**src/core/fp_regs_consts.svh**
```systemverilog
`ifndef FP_REGS_CONSTS_SVH
`define FP_REGS_CONSTS_SVH

// ****************************************
// register indices
// ****************************************
`define IDX_FP_CTRL_TWO      8'h33
`define IDX_PANEL_UNLOCK     8'h34
`define IDX_MAP_UNLOCK       8'h35
`define IDX_MAP_INDEX        8'h38
`define IDX_MAP_DATA         8'h39
`define IDX_MAP_PD_CTRL      8'h3a
`define IDX_PANEL_HEIGHT     8'h3b
`define IDX_BLINK            8'h3c
`define IDX_REFRESH_PERIOD   8'h3f

// ****************************************
// reset values and keys
// ****************************************
`define RST_PANEL_UNLOCK     8'ha6
`define RST_MAP_PD_CTRL      8'h11
`define RST_ZERO             8'h00
`define PANEL_KEY            3'b101
`define SHADOW_KEY           3'b110
`define MAP_KEY              3'b011
`define PD_READ_MASK         8'h3f

// ****************************************
// field positions
// ****************************************
`define RD_REL_LO            6
`define WR_REL_LO            4
`define CGA_GRAY_BIT         3
`define SHADE_BIT            2
`define REF_NUM_BIT          1
`define REF_CTRL_BIT         0
`define PD_SEL_BIT           7
`define PD_INTCLK_BIT        6
`define HOST_REL_BIT         5
`define GRAY64_BIT           3
`define CBR_BIT              2
`define WEIGHT_BIT           1
`define GEN_PD_BIT           7
`define SCLK_EDGE_BIT        6
`define LP_CONT_BIT          7

// ****************************************
// timing counts
// ****************************************
`define REFRESH_MULT         11'd8
`define REFRESH_OFFSET       11'd5
`define BLINK_BASE           8'd8

`endif

```
**src/core/fp_regs_pkg.sv**
```systemverilog
package fp_regs_pkg;
    typedef enum logic [4:0] {
        PD_NONE    = 5'b00001,
        PD_SLEEP   = 5'b00010,
        PD_IDLE    = 5'b00100,
        PD_GEN_INT = 5'b01000,
        PD_GEN_EXT = 5'b10000
    } pd_mode_e;
    typedef enum logic [2:0] {
        CYC_IDLE  = 3'b001,
        CYC_ARB   = 3'b010,
        CYC_COUNT = 3'b100
    } cyc_state_e;
    typedef logic [7:0] byte_t;
endpackage

```
**src/core/flat_panel_control_regs.sv**
```systemverilog
// Notes on behaviour
// - read ready released after 1-4 clocks
// - write ready per code, from arbitration
// - bit 3 enables 16-level CGA gray
// - bit 2 picks FRM or PWM shading
// - refresh by CRTC or 1/2 per line
// - panel regs open while key 101
// - shadow open on 110; reset opens panel and shadow
// - mapping regs open while key 011
// - data port access bumps address counter
// - bit 7 idle or sleep, sleep stops clocks
// - bit 6 internal div-8 for general
// - host release ignores cycles, tristates bus
// - power-down keeps memory except sleep, outputs off
// - gray 64/32 and weighting switch
// - bits 5:0 readable only when unlocked
// - sleep gates clocks, external CBR refresh
// - idle divides clocks, refuses memory
// - general internal divides, timed refresh
// - general external keeps clocks, timed refresh
// - blink periods 8..128 frames, panels only
// - shift clock edge and line pulse
// - refresh period 8*(Z+5) video clocks
`include "fp_regs_consts.svh"
`timescale 1ns/1ps
`default_nettype none

module flat_panel_control_regs
    import fp_regs_pkg::*;
#(
    parameter int MAP_DEPTH = 256
) (
    input  wire logic        ref_clk,
    input  wire logic        nrst,
    input  wire logic        ce,
    input  wire logic        io_index_wr,
    input  wire logic        io_data_wr,
    input  wire logic        io_data_rd,
    input  wire logic [7:0]  io_wdata,
    output logic [7:0]       io_rdata,
    input  wire logic        mem_start,
    input  wire logic        mem_write,
    input  wire logic        arb_won,
    output logic             mem_ready,
    output logic             mem_refused,
    output logic             io_refused,
    output logic             sys_bus_oe,
    input  wire logic        power_down_input,
    input  wire logic        ext_refresh,
    input  wire logic        video_clock_tick,
    input  wire logic        crt_mode,
    output logic             refresh_req,
    output logic             refresh_cbr,
    output logic             refresh_by_crtc,
    output logic             refresh_two_per_line,
    output logic             clk_stop,
    output logic             clk_div8,
    output logic             ramdac_off,
    output logic             panel_off,
    output logic             cga_gray16,
    output logic             shading_pwm,
    output logic             gray64,
    output logic             weighting_en,
    output logic             shadow_unlocked,
    output logic [7:0]       panel_height_out,
    output logic [7:0]       cursor_blink_frames,
    output logic [7:0]       char_blink_frames,
    output logic             sclk_rising,
    output logic             lp_continuous,
    output logic [4:0]       pd_mode
);

    // ****************************************
    // registers and pin synchronisers
    // ****************************************
    byte_t fp_ctrl_two, panel_unlock, map_unlock, map_index;
    byte_t map_pd_ctrl, panel_height, blink_ctrl, refresh_period;
    byte_t host_index;
    byte_t map_ram [MAP_DEPTH];
    logic [MAP_DEPTH-1:0] map_valid;
    logic [1:0] pd_sync, ref_sync;
    logic       ref_last;
    pd_mode_e   mode;
    cyc_state_e cyc_state;
    logic       cyc_wr;
    logic [1:0] cyc_cnt;
    logic [10:0] ref_cnt;

    logic pd_low, panel_open, map_open, host_hold;
    logic io_ok, mem_ok, ext_edge;
    logic [10:0] ref_limit;

    always_ff @(posedge ref_clk or negedge nrst) begin
        if (!nrst) begin
            pd_sync  <= 2'b11;
            ref_sync <= 2'b00;
            ref_last <= 1'b0;
        end else if (ce) begin
            pd_sync  <= {pd_sync[0], power_down_input};
            ref_sync <= {ref_sync[0], ext_refresh};
            ref_last <= ref_sync[1];
        end
    end

    assign pd_low     = !pd_sync[1];
    assign ext_edge   = ref_sync[1] && !ref_last;
    assign panel_open = panel_unlock[7:5] == `PANEL_KEY;
    assign map_open   = map_unlock[6:4] == `MAP_KEY;
    assign host_hold  = map_pd_ctrl[`HOST_REL_BIT] && pd_low;
    // sleep and host release refuse everything, idle only memory
    assign io_ok      = !host_hold && mode != PD_SLEEP;
    assign mem_ok     = io_ok && mode != PD_IDLE;

    // ****************************************
    // access decode
    // ****************************************
    function automatic logic allowed(input byte_t idx, input logic p_open,
                                     input logic m_open);
        case (idx)
            `IDX_FP_CTRL_TWO, `IDX_MAP_UNLOCK, `IDX_PANEL_HEIGHT,
            `IDX_BLINK, `IDX_REFRESH_PERIOD: allowed = p_open;
            `IDX_MAP_INDEX, `IDX_MAP_DATA, `IDX_MAP_PD_CTRL: allowed = m_open;
            default: allowed = 1'b1;
        endcase
    endfunction

    logic wr_ok, rd_ok, data_touch;
    assign wr_ok = io_data_wr && io_ok && allowed(host_index, panel_open, map_open);
    assign rd_ok = io_data_rd && io_ok && allowed(host_index, panel_open, map_open);
    assign data_touch = (wr_ok || rd_ok) && host_index == `IDX_MAP_DATA;

    always_ff @(posedge ref_clk or negedge nrst) begin
        if (!nrst) begin
            host_index <= `RST_ZERO;
        end else if (ce && io_index_wr && io_ok) begin
            host_index <= io_wdata;
        end
    end

    always_ff @(posedge ref_clk or negedge nrst) begin
        if (!nrst) begin
            fp_ctrl_two    <= `RST_ZERO;
            panel_unlock   <= `RST_PANEL_UNLOCK;
            map_unlock     <= `RST_ZERO;
            map_pd_ctrl    <= `RST_MAP_PD_CTRL;
            panel_height   <= `RST_ZERO;
            blink_ctrl     <= `RST_ZERO;
            refresh_period <= `RST_ZERO;
        end else if (ce && wr_ok) begin
            case (host_index)
                `IDX_FP_CTRL_TWO:    fp_ctrl_two <= io_wdata;
                `IDX_PANEL_UNLOCK:   panel_unlock <= io_wdata;
                `IDX_MAP_UNLOCK:     map_unlock <= io_wdata;
                `IDX_MAP_PD_CTRL:    map_pd_ctrl <= io_wdata;
                `IDX_PANEL_HEIGHT:   panel_height <= io_wdata;
                `IDX_BLINK:          blink_ctrl <= io_wdata;
                `IDX_REFRESH_PERIOD: refresh_period <= io_wdata;
                default: ;
            endcase
        end
    end

    // ****************************************
    // mapping ram and address counter
    // ****************************************
    always_ff @(posedge ref_clk or negedge nrst) begin
        if (!nrst) begin
            map_index <= `RST_ZERO;
        end else if (ce) begin
            if (data_touch) begin
                map_index <= map_index + 8'h01;
            end else if (wr_ok && host_index == `IDX_MAP_INDEX) begin
                map_index <= io_wdata;
            end
        end
    end

    always_ff @(posedge ref_clk) begin
        if (ce && wr_ok && host_index == `IDX_MAP_DATA) begin
            map_ram[map_index] <= io_wdata;
        end
    end

    // valid bits stand in for ram contents that sleep destroys
    always_ff @(posedge ref_clk or negedge nrst) begin
        if (!nrst) begin
            map_valid <= '0;
        end else if (ce) begin
            if (mode == PD_SLEEP) begin
                map_valid <= '0;
            end else if (wr_ok && host_index == `IDX_MAP_DATA) begin
                map_valid[map_index] <= 1'b1;
            end
        end
    end

    // ****************************************
    // read path
    // ****************************************
    byte_t next_rdata;
    always_comb begin
        next_rdata = `RST_ZERO;
        case (host_index)
            `IDX_FP_CTRL_TWO:    next_rdata = fp_ctrl_two;
            `IDX_PANEL_UNLOCK:   next_rdata = panel_unlock;
            `IDX_MAP_UNLOCK:     next_rdata = map_unlock;
            `IDX_MAP_INDEX:      next_rdata = map_index;
            `IDX_MAP_DATA:       next_rdata = map_valid[map_index] ?
                                              map_ram[map_index] : `RST_ZERO;
            `IDX_MAP_PD_CTRL:    next_rdata = map_pd_ctrl & `PD_READ_MASK;
            `IDX_PANEL_HEIGHT:   next_rdata = panel_height;
            `IDX_BLINK:          next_rdata = blink_ctrl;
            `IDX_REFRESH_PERIOD: next_rdata = refresh_period;
            default:             next_rdata = `RST_ZERO;
        endcase
    end

    always_ff @(posedge ref_clk or negedge nrst) begin
        if (!nrst) begin
            io_rdata <= `RST_ZERO;
        end else if (ce && io_data_rd) begin
            io_rdata <= rd_ok ? next_rdata : `RST_ZERO;
        end
    end

    // ****************************************
    // power-down mode
    // ****************************************
    pd_mode_e next_mode;
    always_comb begin
        next_mode = PD_NONE;
        if (pd_low) begin
            if (refresh_period[`GEN_PD_BIT]) begin
                next_mode = map_pd_ctrl[`PD_INTCLK_BIT] ? PD_GEN_INT : PD_GEN_EXT;
            end else begin
                next_mode = map_pd_ctrl[`PD_SEL_BIT] ? PD_SLEEP : PD_IDLE;
            end
        end
    end

    always_ff @(posedge ref_clk or negedge nrst) begin
        if (!nrst) begin
            mode <= PD_NONE;
        end else if (ce) begin
            mode <= next_mode;
        end
    end

    always_ff @(posedge ref_clk or negedge nrst) begin
        if (!nrst) begin
            clk_stop   <= 1'b0;
            clk_div8   <= 1'b0;
            ramdac_off <= 1'b0;
            panel_off  <= 1'b0;
        end else if (ce) begin
            clk_stop   <= next_mode == PD_SLEEP;
            clk_div8   <= next_mode == PD_IDLE || next_mode == PD_GEN_INT;
            ramdac_off <= next_mode != PD_NONE;
            panel_off  <= next_mode != PD_NONE;
        end
    end

    // ****************************************
    // refresh scheduling
    // ****************************************
    logic gen_mode;
    assign gen_mode  = mode == PD_GEN_INT || mode == PD_GEN_EXT;
    assign ref_limit = `REFRESH_MULT * ({4'h0, refresh_period[6:0]} + `REFRESH_OFFSET);

    always_ff @(posedge ref_clk or negedge nrst) begin
        if (!nrst) begin
            ref_cnt     <= 11'd0;
            refresh_req <= 1'b0;
        end else if (ce) begin
            refresh_req <= 1'b0;
            if (!gen_mode) begin
                ref_cnt     <= 11'd0;
                refresh_req <= (mode == PD_SLEEP || mode == PD_IDLE) && ext_edge;
            end else if (video_clock_tick) begin
                if (ref_cnt == ref_limit - 11'd1) begin
                    ref_cnt     <= 11'd0;
                    refresh_req <= 1'b1;
                end else begin
                    ref_cnt <= ref_cnt + 11'd1;
                end
            end
        end
    end

    always_ff @(posedge ref_clk or negedge nrst) begin
        if (!nrst) begin
            refresh_cbr          <= 1'b0;
            refresh_by_crtc      <= 1'b1;
            refresh_two_per_line <= 1'b0;
        end else if (ce) begin
            refresh_cbr <= (mode == PD_SLEEP || mode == PD_IDLE) ||
                           map_pd_ctrl[`CBR_BIT];
            refresh_by_crtc      <= !fp_ctrl_two[`REF_CTRL_BIT];
            refresh_two_per_line <= fp_ctrl_two[`REF_CTRL_BIT] &&
                                    fp_ctrl_two[`REF_NUM_BIT];
        end
    end

    // ****************************************
    // host memory cycle ready release
    // ****************************************
    logic [1:0] rd_code, wr_code, need_m1;
    assign rd_code = fp_ctrl_two[`RD_REL_LO+:2];
    assign wr_code = fp_ctrl_two[`WR_REL_LO+:2];
    // write code 00 ends one clock after arbitration, the same as read code 00
    assign need_m1 = cyc_wr ? ((wr_code == 2'b00) ? 2'b00 : wr_code) : rd_code;

    always_ff @(posedge ref_clk or negedge nrst) begin
        if (!nrst) begin
            cyc_state <= CYC_IDLE;
            cyc_wr    <= 1'b0;
            cyc_cnt   <= 2'b00;
            mem_ready <= 1'b0;
        end else if (ce) begin
            mem_ready <= 1'b0;
            case (cyc_state)
                CYC_IDLE: begin
                    if (mem_start && mem_ok) begin
                        cyc_wr    <= mem_write;
                        cyc_state <= CYC_ARB;
                    end
                end
                CYC_ARB: begin
                    if (arb_won) begin
                        cyc_cnt <= need_m1;
                        if (need_m1 == 2'b00) begin
                            mem_ready <= 1'b1;
                            cyc_state <= CYC_IDLE;
                        end else begin
                            cyc_state <= CYC_COUNT;
                        end
                    end
                end
                CYC_COUNT: begin
                    cyc_cnt <= cyc_cnt - 2'b01;
                    if (cyc_cnt == 2'b01) begin
                        mem_ready <= 1'b1;
                        cyc_state <= CYC_IDLE;
                    end
                end
                default: cyc_state <= CYC_IDLE;
            endcase
        end
    end

    always_ff @(posedge ref_clk or negedge nrst) begin
        if (!nrst) begin
            mem_refused <= 1'b0;
            io_refused  <= 1'b0;
            sys_bus_oe  <= 1'b1;
        end else if (ce) begin
            mem_refused <= !mem_ok;
            io_refused  <= !io_ok;
            sys_bus_oe  <= !host_hold;
        end
    end

    // ****************************************
    // panel options and blink
    // ****************************************
    function automatic byte_t blink_frames(input logic [2:0] code, input logic crt);
        if (crt || code == 3'b000 || code > 3'b101) begin
            blink_frames = 8'h00;
        end else begin
            blink_frames = `BLINK_BASE << (code - 3'd1);
        end
    endfunction

    always_ff @(posedge ref_clk or negedge nrst) begin
        if (!nrst) begin
            cga_gray16          <= 1'b0;
            shading_pwm         <= 1'b0;
            gray64              <= 1'b0;
            weighting_en        <= 1'b0;
            shadow_unlocked     <= 1'b1;
            panel_height_out    <= `RST_ZERO;
            cursor_blink_frames <= `RST_ZERO;
            char_blink_frames   <= `RST_ZERO;
            sclk_rising         <= 1'b0;
            lp_continuous       <= 1'b0;
        end else if (ce) begin
            cga_gray16          <= fp_ctrl_two[`CGA_GRAY_BIT];
            shading_pwm         <= fp_ctrl_two[`SHADE_BIT];
            gray64              <= map_pd_ctrl[`GRAY64_BIT];
            weighting_en        <= map_pd_ctrl[`WEIGHT_BIT];
            shadow_unlocked     <= panel_unlock[2:0] == `SHADOW_KEY;
            panel_height_out    <= panel_height;
            cursor_blink_frames <= blink_frames(blink_ctrl[2:0], crt_mode);
            char_blink_frames   <= blink_frames(blink_ctrl[5:3], crt_mode);
            sclk_rising         <= !crt_mode && blink_ctrl[`SCLK_EDGE_BIT];
            lp_continuous       <= !crt_mode && blink_ctrl[`LP_CONT_BIT];
        end
    end

    assign pd_mode = mode;
endmodule

`default_nettype wire

```
**config.mk**
```make
export PLATFORM = sky130hd
export DESIGN_NAME = flat_panel_control_regs
export DESIGN_NICKNAME = d
export VERILOG_FILES = /design/src/core/fp_regs_pkg.sv /design/src/core/flat_panel_control_regs.sv
export VERILOG_INCLUDE_DIRS = /design/src /design/src/core
export SDC_FILE = /design/constraint.sdc
export NUM_CORES = 2
export LEC_CHECK = 0
export BUFFER_PORTS_ARGS = -buffer_cell sky130_fd_sc_hd__buf_2
export CAP_MARGIN = 30
export CORE_ASPECT_RATIO = 0.75
export CORE_MARGIN = 4
export CORE_UTILIZATION = 32
export CTS_CLUSTER_DIAMETER = 120
export DETAILED_ROUTE_END_ITERATION = 12
export PLACE_DENSITY = 0.46
export SYNTH_ARGS = -nofsm -noshare
export SYNTH_HDL_FRONTEND = slang
export SYNTH_SLANG_ARGS = --single-unit
```
**constraint.sdc**
```tcl
create_clock -name ref_clk -period 7.7 [get_ports ref_clk]
set_input_delay 1.155 -clock ref_clk [delete_from_list [all_inputs] [get_ports ref_clk]]
set_output_delay 1.155 -clock ref_clk [all_outputs]
set_load 0.02 [all_outputs]
```
After elaboration in Yosys (flattened, before gate mapping)
Memory sizes are Yosys's and may differ from the RTL's.
Cells that the tools add are included.
Widths: inputs -> output; s select.

storage, ports and cells
  bits of input ports = 21
  bits in writable memories = 2,048
  output and inout bits = 56
  bits in latches = 0
  memory bits (read-only) = 0
  memories kept = 1
  word-level logic and storage cells = 185
  register bits = 405

cells by class
  div/mod/pow operators = 0
  reduce and logical (&&, ||, !) cells = 60
  multiply operators = 0
  bitwise logic cells = 1
  add/subtract/negate cells = 7
  equality and inequality tests = 31
  magnitude comparators = 4
  muxes and demuxes = 39
  shift operators = 2

memory list
  memory   depth  bits a word  rd ports  clocked after Yosys merged registers in  wr ports  line                           RTL
  map_ram  256    8            1         0                                        1         flat_panel_control_regs.sv:79  byte_t map_ram [MAP_DEPTH];

operator list
  cell                   number
  $mux 256               2
  $or 256x256->256       1
  $eq 8x6->1 const B     9
  $pmux 8 s9             1
  $mux 8                 6
  $mux 11                3
  $logic_and 1x1->1      22
  $reduce_and 2->1       10
  $shl 4x3->8 const A    2
  $mux 3                 5
  $mux 5                 3
  $add 11x1->11 const B  1
  $eq 11x11->1           1
  $sub 11x1->11 const B  1
  $eq 5x2->1 const B     2
  $eq 5x3->1 const B     2
  $eq 5x4->1 const B     2
  $mux 1                 10
  $eq 3x3->1 const B     3
  $logic_or 1x1->1       9
  $lt 8x9->1 const B     1
  $pmux 3 s3             1
  $add 7x3->8 const B    1
  $add 8x1->8 const B    1
  other kinds (25)       45

Logic depth before layout (Yosys ltp)
  word-level depth = 10
  depth in mapped cells = 14
  gate-level depth less buffers = 9

Worst setup path after synthesis
OpenSTA, ideal clock, no wires.

  path kind = input-to-reg
  start = input ce
  end = memory map_ram[220][0] (netlist name), enable pin
  setup time = 374 ps
  stages = 6
  path buffers = 1
  slack = 4,718 ps
  data arrival time = 2,609 ps
  cell sequence = and2_1 nor4b_2 and2_1 nand2_1 clkbuf_1 nor2_1

between the ends
  longest elaborated chain between the ends = 4

ends and longest elaborated chain
  element                       line                            RTL
  from (decl)                   flat_panel_control_regs.sv:35   input wire logic ce,
  $logic_and 1x1->1             flat_panel_control_regs.sv:179  if (ce && wr_ok && host_index == `IDX_MAP_DATA) begin
  $logic_and 1x1->1 (no line)   -
  $mux 1                        flat_panel_control_regs.sv:179
  $mux 1 (not written as such)  flat_panel_control_regs.sv:180  map_ram[map_index] <= io_wdata;
  to (decl)                     flat_panel_control_regs.sv:79

Every way passes these cells.

Final worst setup path
  start = register map_index[0]
  end = register io_rdata[7]

between the ends
  longest elaborated chain between the ends = 5
  elaborated cells on any way between the ends = 6

ends and longest elaborated chain
  element                       line                            RTL
  from (decl)                   flat_panel_control_regs.sv:76   byte_t fp_ctrl_two, panel_unlock, map_unlock, map_index;
  from (signal assigned)        flat_panel_control_regs.sv:168  map_index <= `RST_ZERO;
  from (signal assigned)        flat_panel_control_regs.sv:171  map_index <= map_index + 8'h01;
  from (signal assigned)        flat_panel_control_regs.sv:173  map_index <= io_wdata;
  $bmux 1 s8                    flat_panel_control_regs.sv:208  `IDX_MAP_DATA: next_rdata = map_valid[map_index] ?
  $mux 1 (not written as such)  flat_panel_control_regs.sv:208
  $mux 8 (no line) (*)          -
  $pmux 8 s9 (*)                flat_panel_control_regs.sv:203  case (host_index)
  $mux 8 (no line) (*)          -
  to (signal assigned)          flat_panel_control_regs.sv:220  io_rdata <= `RST_ZERO;
  to (signal assigned)          flat_panel_control_regs.sv:222  io_rdata <= rd_ok ? next_rdata : `RST_ZERO;
  to (decl)                     flat_panel_control_regs.sv:40   output logic [7:0] io_rdata,

Mark *: on every way between the ends. The rest lies on a longest branch, timed or not. The select of a mux whose other input is x is not followed.
A chain may end at the register's enable or synchronous reset.

==> summary.txt <==
Vias in the first global route = 51999
Initial Util = 32.3%
Post-synth top flop = edfxtp_1
CP peak stage delay = 1.05 ns
CP Launch Type = flop
CP cell instances = buf_4, mux4_2, o211ai_1, o2111ai_1, a211oi_2, nand4_1, nor4_1, o31ai_1
IO buf count = 70
CTS tree = done
Final WS setup = 2.64 ns
Fin. Hold Viols = 0
Dpl hpwl = 204000 µm
Fin Setup TNS = 0 ns
DRC = 0
Crit path time final = 5.06 ns
Die area = 316000 µm²
Clk root buf = clkbuf_16
CP arrival = 5.78 ns
R2R Setup Slk = 2.64 ns
Fin. max-slew vios = 0
Die X = 647 µm
Crit Path Category = reg -> reg
Drt initial violations = 7081
Commonest non-fill, non-tap cell in the layout = edfxtp_1
Core Box Area = 304000 µm²
Max-slew headroom = 22.9%
Htree depth = 4
Skew final = 0.0592 ns
FF+latch count, synth = 2447
Slowest-stage cell, CP = dfrtp_4
GRT Residual Overflow = 0
First-pass GRT wire length = 444000 µm
Syn Area/Cell = 18.9 µm²
Placement Cell Area = 103000 µm²
Multi-input gate area = 24500 µm²
Clock tree buffer depth = 4
Number of synthesized flops with an enable pin = 2048
Hold Crit Class = in -> async
Routed Antenna Nets = 0
DR vias/cell = 5.50
Worst Reg-to-Reg Cells = 8
Final instance area = 111000 µm²
Util after Layout = 36.5%
FP Rows = 175
Die height = 487 µm
Most used routing layer = met1
PostCTS Resize Cnt = 0
Post-Syn Area = 98100 µm²
Largest net degree at the start of global routing = 136
Area Overhead vs Synth = 13.3%
Layout cells sized above 1 = 23.5%
Most frequent cells in the layout = edfxtp_1, mux4_2, dfrtp_1
Cts hold-fix bufs = 0
Max-cap violations = 0
Static Leakage = 36.1 nW
Routing usage on met3 = 5.76%
Critical Path RT = 8.42 ns
Initial antenna violation count = 31
RSZ-0062 raised after global routing = no
Overall Global Routing Usage = 20.2%
Number of buffers created by CTS = 236
Area taken by flip-flops and latches = 71500 µm²
Crit share post-route = 65.7%
Post-synthesis cell type count = 91
Routing usage on met1 = 31.1%
Critical path peak fanout = 26
First-pass iteration count of the detailed router = 8
Post-synthesis sequential area ratio = 72.9%
Pwr dens = 271 nW/µm²
Clk slew on worst S/H paths = 0.07 ns
Filler cells = 28120
# Post-CTS Setup Buffers = 0
Layout Nets = 5407
Synth warn = 0
Setup Viol. Count Final = 0
Routed wire length = 324000 µm
Ys async rst share = 16.3%
RePlAce Congestion = 0.877
Worst Max-Slew Pin Slew = 1.14 ns
Clock sinks = 2447
Status = finished, final reports clean
I/O pin total = 77
Pre-CTS setup slack = 2.68 ns
Worst VDD drop = 184 µV
Clock latency on the worst-skew pair = 0.91 ns
Post-synthesis cell count = 5192
Routed len/inst = 33.5 µm
Vias = 53133
Met2 Resource Use GR = 27.8%
Fmax = 198 MHz
Critical path endpoint category = flop
==> through the flow <==
stage,std cells,hold WS [ns],power [mW]
floorplan,5197,0.431,16.9
global placement,9151,0.459,18.8
detailed placement,9198,0.463,18.8
CTS,9631,0.299,30.4
global route,9645,0.343,31.1
finish,9652,0.337,30.2
==> critical path, delay by kind of cell, from the launching register on <==
family	cells	cell delay, ns
DFF	1	1.05
and+or+nand+nor	2	1.11
AOI/OAI and AO/OA	4	1.69
muxes	1	0.54
buffers and inverters	1	0.46
==> synthesized netlist by cell type, drive strengths merged, types with 84 or more instances <==
cell / number / area [µm²]
a22oi: 104 / 781
buf: 195 / 1600
clkbuf: 133 / 514
dfrtp: 386 / 9660
edfxtp: 2048 / 61500
mux2: 118 / 1330
mux2i: 219 / 2190
mux4: 529 / 12000
nand2: 168 / 636
nand3: 84 / 420
nor2: 349 / 1310
o21a: 246 / 1850
==> kinds of logic (layout without fill, tap and decap cells) <==
group / Yosys count / after routing / share of synthesized area [%]
AOI/OAI and AO/OA: 725 / 725 / 5.25
xor gates and xnor gates: 14 / 14 / 0.125
adders and majority gates: 7 / 7 / 0.0893
buffers and inverters: 359 / 736 / 2.28
DFF: 2447 / 2447 / 72.9
muxes: 866 / 866 / 15.8
other: 1 / 13 / 0.00382
and+or+nand+nor: 773 / 773 / 3.58
==> final timing paths <==
check,from,end
setup / recovery,map_index[0],io_rdata[7]
hold / removal,nrst,cursor_blink_frames[4]
setup reg to reg,map_index[0],io_rdata[7]
hold reg to reg,refresh_by_crtc,refresh_by_crtc
max in group asynchronous,nrst,map_valid[0]
min in group ref_clk,refresh_by_crtc,refresh_by_crtc
==> layer usage <==
metal	vias to the layer above	part of all wire (%)
li1	21375	-
met1	28835	46
met2	2473	41
met3	448	10
met4	2	2.5
met5	-	0.0040
==> flip-flops by register name, indices dropped and copies added (netlist names), 3 cells and up <==
| name | cells |
|---|---|
| refresh_period | 8 |
| ref_cnt | 11 |
| panel_unlock | 8 |
| map_index | 8 |
| pd_mode | 5 |
| panel_height_out | 8 |
| fp_ctrl_two | 8 |
| blink_ctrl | 8 |
| char_blink_frames | 5 |
| map_valid | 256 |
| cursor_blink_frames | 5 |
| cyc_state | 3 |
| map_unlock | 8 |
| io_rdata | 8 |
| map_ram | 2048 |
| map_pd_ctrl | 8 |
| panel_height | 8 |
| host_index | 8 |
==> report_power, final <==
part           internal (mW)  leakage [nW]  total (mW)  switching [mW]
Combinational           1.28          8.54        4.02            2.74
Sequential              14.4          23.9        14.6           0.151
Clock                   6.47          3.68        11.6            5.09
==> area by class of cell <==
class / instances / share of cell area [%]
diodes: 7 / 0.0158
clock buffers: 340 / 6.01
clock inverters: 93 / 0.756
inverters: 31 / 0.111
multi-input cells: 2391 / 22.0
flip-flops and latches: 2447 / 64.4
well taps: 4071 / 4.58
repair buffers: 272 / 2.11
Power figures use the tool's default switching activity.
